**config.mk**
```make
export PLATFORM = sky130hd
export DESIGN_NAME = bmc_top
export DESIGN_NICKNAME = d
export VERILOG_FILES = /design/src/bmc_pkg.sv /design/src/bmc_top.sv
export SDC_FILE = /design/constraint.sdc
export NUM_CORES = 1
export LEC_CHECK = 0
export BUFFER_PORTS_ARGS = -buffer_cell sky130_fd_sc_hd__buf_2
export CELL_PAD_IN_SITES_DETAIL_PLACEMENT = 0
export CELL_PAD_IN_SITES_GLOBAL_PLACEMENT = 1
export CORE_ASPECT_RATIO = 2
export CORE_UTILIZATION = 35
export CTS_BUF_LIST = sky130_fd_sc_hd__clkbuf_4 sky130_fd_sc_hd__clkbuf_8
export DETAILED_ROUTE_END_ITERATION = 6
export PLACE_DENSITY = 0.92
export SETUP_SLACK_MARGIN = 0.02
export SYNTH_ARGS = -nofsm -noshare
export SYNTH_HDL_FRONTEND = slang
export SYNTH_SLANG_ARGS = --single-unit
```
**constraint.sdc**
```tcl
create_clock -name clock -period 2.03 [get_ports clock]
set_clock_uncertainty 0.05 [all_clocks]
set_input_delay 0.203 -clock clock [delete_from_list [all_inputs] [get_ports clock]]
set_output_delay 0.203 -clock clock [all_outputs]
set_load 0.02 [all_outputs]
```
**src/bmc_pkg.sv**
```systemverilog
`default_nettype none
package bmc_pkg;
   // ---------------------------------------------
   // Register map
   // ---------------------------------------------
   localparam logic [11:0] BMC_OFS_CFG  = 12'h000;
   localparam logic [11:0] BMC_OFS_STS  = 12'h004;
   localparam logic [11:0] BMC_OFS_MSK  = 12'h008;
   localparam int BMC_ADDR_W = 12;
   localparam int BMC_NINIT  = 5;
   // ---------------------------------------------
   // Field layout of the configuration word
   // ---------------------------------------------
   localparam int BMC_POS_ERR_LO = 16;
   localparam int BMC_POS_WAIT   = 6;
   localparam int BMC_POS_ARB_LO = 0;
   localparam int BMC_ARB_W      = 3;
   // Initiator index within the enable field
   localparam int BMC_INI_CPU_INSTR = 0;
   localparam int BMC_INI_CPU_DATA  = 1;
   localparam int BMC_INI_DMA       = 2;
   localparam int BMC_INI_DEBUG     = 3;
   localparam int BMC_INI_SHARED    = 4;
   // ---------------------------------------------
   // Reset values and mode codes
   // ---------------------------------------------
   localparam logic [4:0] BMC_RST_ERR_EN = 5'h1F;
   localparam logic       BMC_RST_WAIT   = 1'b1;
   localparam logic [2:0] BMC_ARB_MODE0  = 3'h0;
   localparam logic [2:0] BMC_ARB_MODE1  = 3'h1;
   localparam logic [2:0] BMC_ARB_MODE2  = 3'h2;
   localparam logic [2:0] BMC_RST_ARB    = BMC_ARB_MODE1;
   // Cycles the data RAM waits for address setup
   localparam logic [1:0] BMC_DRAM_WAIT_CYC = 2'h1;
   typedef enum logic [1:0] {
      BMC_DR_IDLE = 2'b01,
      BMC_DR_WAIT = 2'b10
   } bmc_dram_st_t;
endpackage
`default_nettype wire

```
**src/bmc_top.sv**
```systemverilog
// What this block does
// RULE1: Shared bus unmapped access raises error if enabled
// RULE2: Debug unit unmapped access raises error if enabled
// RULE3: DMA unmapped access raises error if enabled
// RULE4: CPU data error enabled, suppressed in debug
// RULE5: CPU fetch error enabled, suppressed in debug
// RULE6: Wait bit adds one data RAM wait state
// RULE7: Three-bit code selects arbitration mode 0..2
// RULE8: Arbitration code resets to mode 1
// RULE9: Software never writes reserved codes 011..111
// RULE10: Unimplemented configuration bits read as zero
// RULE11: Error enables and wait bit reset to one
`default_nettype none
module bmc_top (
   // Clock and reset
   input  wire logic                       clock,
   input  wire logic                       rst,
   // APB slave
   input  wire logic                       psel,
   input  wire logic                       penable,
   input  wire logic                       pwrite,
   input  wire logic [bmc_pkg::BMC_ADDR_W-1:0] paddr,
   input  wire logic [31:0]                pwdata,
   output logic      [31:0]                prdata,
   output logic                            pready,
   output logic                            pslverr,
   // Unmapped access strobes, one per initiator
   input  wire logic [bmc_pkg::BMC_NINIT-1:0] unmapped_access,
   input  wire logic                       cpu_debug_mode,
   output logic      [bmc_pkg::BMC_NINIT-1:0] bus_error,
   // CPU access to data RAM
   input  wire logic                       cpu_dram_req,
   output logic                            cpu_dram_ack,
   // Arbitration mode and data RAM wait state to the matrix
   output logic      [2:0]                 arbitration_mode_sel,
   output logic      [2:0]                 arb_mode_onehot,
   output logic                            data_ram_wait_state,
   // Interrupt
   output logic                            irq
);
   import bmc_pkg::*;

   // ---------------------------------------------
   // State
   // ---------------------------------------------
   typedef struct packed {
      logic [BMC_NINIT-1:0] err_en;
      logic                 wait_st;
      logic [2:0]           arb;
      logic [BMC_NINIT-1:0] sts;
      logic [BMC_NINIT-1:0] msk;
      logic [31:0]          rdata;
      logic                 ready;
      logic                 slverr;
      logic [BMC_NINIT-1:0] berr;
      logic [2:0]           arb_oh;
      logic                 irq;
      logic                 ack;
      logic [1:0]           wcnt;
      bmc_dram_st_t         dst;
   } bmc_state_t;

   bmc_state_t s_q;
   bmc_state_t s_d;

   logic [BMC_NINIT-1:0] err_hit;
   logic [BMC_NINIT-1:0] dbg_gate;

   // ---------------------------------------------
   // Error qualification per initiator
   // ---------------------------------------------
   genvar gi;
   generate
      for (gi = 0; gi < BMC_NINIT; gi++) begin : g_err
         // CPU ports stop checking while halted in debug
         if (gi == BMC_INI_CPU_INSTR || gi == BMC_INI_CPU_DATA) begin : g_cpu
            assign dbg_gate[gi] = cpu_debug_mode; // [RULE4] [RULE5]
         end else begin : g_oth
            assign dbg_gate[gi] = 1'b0;
         end
         // [RULE1] [RULE2] [RULE3]
         assign err_hit[gi] = unmapped_access[gi] & s_q.err_en[gi] & ~dbg_gate[gi];
      end
   endgenerate

   logic        setup_ph;
   logic        access_done;
   logic        hit_cfg;
   logic        hit_sts;
   logic        hit_msk;
   logic [31:0] cfg_word;

   // ---------------------------------------------
   // Bus decode
   // ---------------------------------------------
   assign setup_ph    = psel & ~penable;
   assign access_done = psel & penable & s_q.ready;
   assign hit_cfg     = (paddr == BMC_OFS_CFG);
   assign hit_sts     = (paddr == BMC_OFS_STS);
   assign hit_msk     = (paddr == BMC_OFS_MSK);

   always_comb begin
      cfg_word = 32'h0000_0000; // [RULE10]
      cfg_word[BMC_POS_ERR_LO +: BMC_NINIT] = s_q.err_en;
      cfg_word[BMC_POS_WAIT] = s_q.wait_st;
      cfg_word[BMC_POS_ARB_LO +: BMC_ARB_W] = s_q.arb;
   end

   // ---------------------------------------------
   // Next state
   // ---------------------------------------------
   always_comb begin
      s_d = s_q;
      s_d.ready  = 1'b0;
      s_d.slverr = 1'b0;
      s_d.ack    = 1'b0;

      // Answer one cycle after setup; zero-wait access
      if (setup_ph) begin
         s_d.ready = 1'b1;
         s_d.rdata = 32'h0000_0000;
         if (hit_cfg) begin
            s_d.rdata = cfg_word;
         end else if (hit_sts) begin
            s_d.rdata[BMC_NINIT-1:0] = s_q.sts;
         end else if (hit_msk) begin
            s_d.rdata[BMC_NINIT-1:0] = s_q.msk;
         end else begin
            s_d.slverr = 1'b1;
         end
      end

      if (access_done && pwrite) begin
         if (hit_cfg) begin
            s_d.err_en  = pwdata[BMC_POS_ERR_LO +: BMC_NINIT];
            s_d.wait_st = pwdata[BMC_POS_WAIT];
            // Reserved codes are stored as written; matrix
            // behaviour for them is left to software
            s_d.arb = pwdata[BMC_POS_ARB_LO +: BMC_ARB_W]; // [RULE9]
         end
         if (hit_msk) begin
            s_d.msk = pwdata[BMC_NINIT-1:0];
         end
      end

      // Write-one-to-clear, new events win over the clear
      if (access_done && pwrite && hit_sts) begin
         s_d.sts = (s_q.sts & ~pwdata[BMC_NINIT-1:0]) | err_hit;
      end else begin
         s_d.sts = s_q.sts | err_hit;
      end

      s_d.berr = err_hit; // [RULE1] [RULE2] [RULE3] [RULE4] [RULE5]
      s_d.irq  = |(s_d.sts & s_d.msk);

      // Decode of the mode code; reserved codes select none
      case (s_d.arb) // [RULE7]
         BMC_ARB_MODE0: s_d.arb_oh = 3'h1;
         BMC_ARB_MODE1: s_d.arb_oh = 3'h2;
         BMC_ARB_MODE2: s_d.arb_oh = 3'h4;
         default:       s_d.arb_oh = 3'h0;
      endcase

      // Data RAM address setup sequencing
      case (s_q.dst)
         BMC_DR_IDLE: begin
            if (cpu_dram_req) begin
               if (s_q.wait_st) begin
                  s_d.dst  = BMC_DR_WAIT; // [RULE6]
                  s_d.wcnt = BMC_DRAM_WAIT_CYC;
               end else begin
                  s_d.ack = 1'b1; // [RULE6]
               end
            end
         end
         BMC_DR_WAIT: begin
            // Requests are not accepted until the ack
            if (s_q.wcnt == 2'h1) begin
               s_d.ack = 1'b1;
               s_d.dst = BMC_DR_IDLE;
               s_d.wcnt = 2'h0;
            end else begin
               s_d.wcnt = s_q.wcnt - 2'h1;
            end
         end
         default: begin
            s_d.dst  = BMC_DR_IDLE;
            s_d.wcnt = 2'h0;
         end
      endcase
   end

   // ---------------------------------------------
   // Registers
   // ---------------------------------------------
   always_ff @(posedge clock) begin
      if (rst) begin
         s_q.err_en  <= BMC_RST_ERR_EN; // [RULE11]
         s_q.wait_st <= BMC_RST_WAIT; // [RULE11]
         s_q.arb     <= BMC_RST_ARB; // [RULE8]
         s_q.sts     <= 5'h00;
         s_q.msk     <= 5'h00;
         s_q.rdata   <= 32'h0000_0000;
         s_q.ready   <= 1'b0;
         s_q.slverr  <= 1'b0;
         s_q.berr    <= 5'h00;
         s_q.arb_oh  <= 3'h2; // [RULE8]
         s_q.irq     <= 1'b0;
         s_q.ack     <= 1'b0;
         s_q.wcnt    <= 2'h0;
         s_q.dst     <= BMC_DR_IDLE;
      end else begin
         s_q <= s_d;
      end
   end

   // ---------------------------------------------
   // Outputs
   // ---------------------------------------------
   assign prdata               = s_q.rdata;
   assign pready               = s_q.ready;
   assign pslverr              = s_q.slverr;
   assign bus_error            = s_q.berr;
   assign cpu_dram_ack         = s_q.ack;
   assign arbitration_mode_sel = s_q.arb;
   assign arb_mode_onehot      = s_q.arb_oh;
   assign data_ram_wait_state  = s_q.wait_st;
   assign irq                  = s_q.irq;
endmodule
`default_nettype wire

```
==> reports/qor.csv <==
metric,value,unit
LEAKAGE,1.249,nW
post-placement cell count,396,
Area after DPL,2570,um2
via/cell ratio,4.661,
internal power,0.001374,W
clock sink count,46,
crit path cell chain,buf_2 > or4_1 > nor4_4 > a21boi_0 > o21ai_0 > a41oi_1,
cts-stage hold buffer count,0,
top cell type's share of synthesized area,39.93,%
synthesized-area fraction occupied by and/or/nand/nor cells,25.56,%
final hold slack,0.05422,ns
# DRC,0,
TritonRoute pass-1 iters,4,
share of cells above drive strength 1,30.82,%
IO Count,104,
"area leader, netlist",dfxtp_1,
Final Wtd Congestion,0.8086,
worst-path maximum fanout,5,
Post-Synth XOR/XNOR Area,0,%
fin nets,376,
outcome,completed,
clk_lat worst skew,0.31,ns
RSZ-0062 raised after global routing,false,
final wirelength,5.184,mm
Max-cap violations,0,
GR Overflow Total,0,
GRT Resource Usage Total,16.17,%
Finished Layout Cells,404,
Net Sw Frac,25.61,%
Adder-Cell Fraction of Synth Area,1.628,%
asr flop ratio synth,0,%
Buffers on Ports,61,
WL per Instance,12.83,um
element type at the critical path end,flip-flop,
Slew HR,57.83,%
yosys warns,0,
Core Area,6310,um2
"Avg Cell Area, Syn",8.801,um2
Crit Path Class,input port to flip-flop,
Critical Path AT,1.88,ns
Ant. Diodes,0,
via count,1883,
Pins Over Slew Limit,0,
"CTS clk-pin slew, worst paths",0.08,ns
Post-DRT Antenna Nets,0,
Area growth syn-to-layout,16.22,%
post-cts resize count,0,
Die W,59.40,um
fin crit share,87.64,%
number of flops mapped to enable cells by yosys,0,
Final Hold Viols,0,
dpl hpwl,3.993,mm
Period minus WS final,1.779,ns
Worst setup SP type,input port,
Layout fillers,665,
final number of setup-violating endpoints,0,
# Post-CTS Setup Buffers,0,
post-synthesis register bit count,46,
CP max stage cell,or4_1,
clock tree buffer depth,2,
dominant cells by area after synthesis,"dfxtp_1 40%, buf_4 14%, nor2_1 4.9%",
pre-CTS WS,-0.1189,ns
Chip Height,116.8,um
mux cell area share after synthesis,2.767,%
compound-cell area share of the yosys netlist,13.40,%
CTS buffer count,5,
data required time of the worst path,2.14,ns
first-pass GRT wire length,8.107,mm
CTS H-tree depth,2,
power density cells,689.0,nW/um2
"slowest stage delay, CP",0.65,ns
initial drt markers,39,
DIE AREA,6937,um2
register area share after synthesis,39.93,%
"count leader, synth",dfxtp_1,
"Cell Area, Synth",2306,um2
Reg power frac,51.2,%
PnR worst setup slack,0.2509,ns
Starting Density,36.55,%
Final Instance Area,2680,um2
worst vdd ir,0.5265,mV
vias in the first global route,1747,
largest net degree at the start of global routing,36,
fmax,562.1,MHz
Slew @ Worst Pin,0.6269,ns
Logic pwr share,13.8,%
initial antenna violation count,0,
Sw Pwr,0.0004730,W
Commonest cells post-synth,"46 x dfxtp_1, 43 x buf_4, 30 x nor2_1, 22 x nand2_1, 12 x a21oi_1",
CTS root buffer,clkbuf_8,
gate count after technology mapping,262,
Yosys cell types,45,
Cell Rows,41,
CTS tree,yes,
Synth Flop Type,dfxtp_1,
hold crit path type,input port to flip-flop,
Clock Power Share,35.0,%
largest family of logic cells by synthesized area,simple AND/OR/NAND/NOR gates,
[sequential cells by signal (all words and copies together) (netlist names)]
signal,flops
arb_mode_onehot,3
arbitration_mode_sel,3
bus_error,5
cfg_word,5
cpu_dram_ack,1
data_ram_wait_state,1
irq,1
prdata,11
pready,1
pslverr,1
s_q,14
[placed cells by master (no fill, tap or decap), types with 5 or more instances in the layout]
master / n
dfxtp_1: 46
a21boi_0: 5
a21oi_1: 12
a22oi_1: 11
nand3b_1: 7
nand2_1: 22
o21ai_0: 9
nor2_1: 30
conb_1: 21
clkbuf_8: 8
buf_4: 19
buf_2: 61
nor2b_1: 10
[area by class of cell]
cell class	instances	area, um2	share of cell area [%]
Timing Repair Buffer	80	447.9	16.71
Multi-Input combinational cell	180	1079	40.24
Sequential cell	46	920.9	34.36
Tap cell	86	107.6	4.015
Clock buffer	8	110.1	4.108
Inverter	4	15.01	0.5602
[path summary, 6_finish.rpt]
check,start,end,slack [ns],depth (start not counted)
max,paddr[5],irq,0.25,6
min,pwdata[6],data_ram_wait_state,0.05,3
max reg2reg,pready,irq,0.29,5
min reg2reg,cfg_word[20],cfg_word[20],0.44,2
[power groups by stage]
stage / sequential (W) / combinational (W) / clock [W]
3_3_place_gp: 0.000966 / 0.000247 / 0
2_1_floorplan: 0.000965 / 0.000203 / 0
6_report: 0.000945 / 0.000255 / 0.000646
3_5_place_dp: 0.000967 / 0.000254 / 0
4_1_cts: 0.000946 / 0.000255 / 0.000678
5_1_grt: 0.000949 / 0.000287 / 0.000705
[per-stage QoR]
step	power (W)	utilization, %	setup TNS (ns)
CTS	0.001879	42.47	0
global route	0.001941	42.47	0
floorplan	0.001168	-	0
detailed placement	0.001221	40.73	-0.3448
finish	0.001847	42.47	0
global placement	0.001213	40.73	-0.2095
[worst max-delay path, delay by kind of cell]
kind                   cells  cell delay, ns
AOI/OAI and AO/OA          3            0.51
and+or+nand+nor            2            1.07
buffers and inverters      1            0.10
[cells by family (layout without fill, tap and decap cells)]
logic type,Yosys count,in the layout
simple gates,103,103
buf+inv,56,92
compound gates,47,47
flops,46,46
mux,6,6
fa+ha+maj,3,3
other cells,1,21
[metal layers]
layer	up-vias	GRT usage [%]	part of all wire [%]	wire length, um
li1	950	-	-	-
met1	864	15.65	38	1947
met2	62	30.34	55	2876
met5	-	0	0	0
met4	0	8.889	2.2	113
met3	7	3.516	4.8	247
Note: power is estimated with default switching activity, not from simulation.
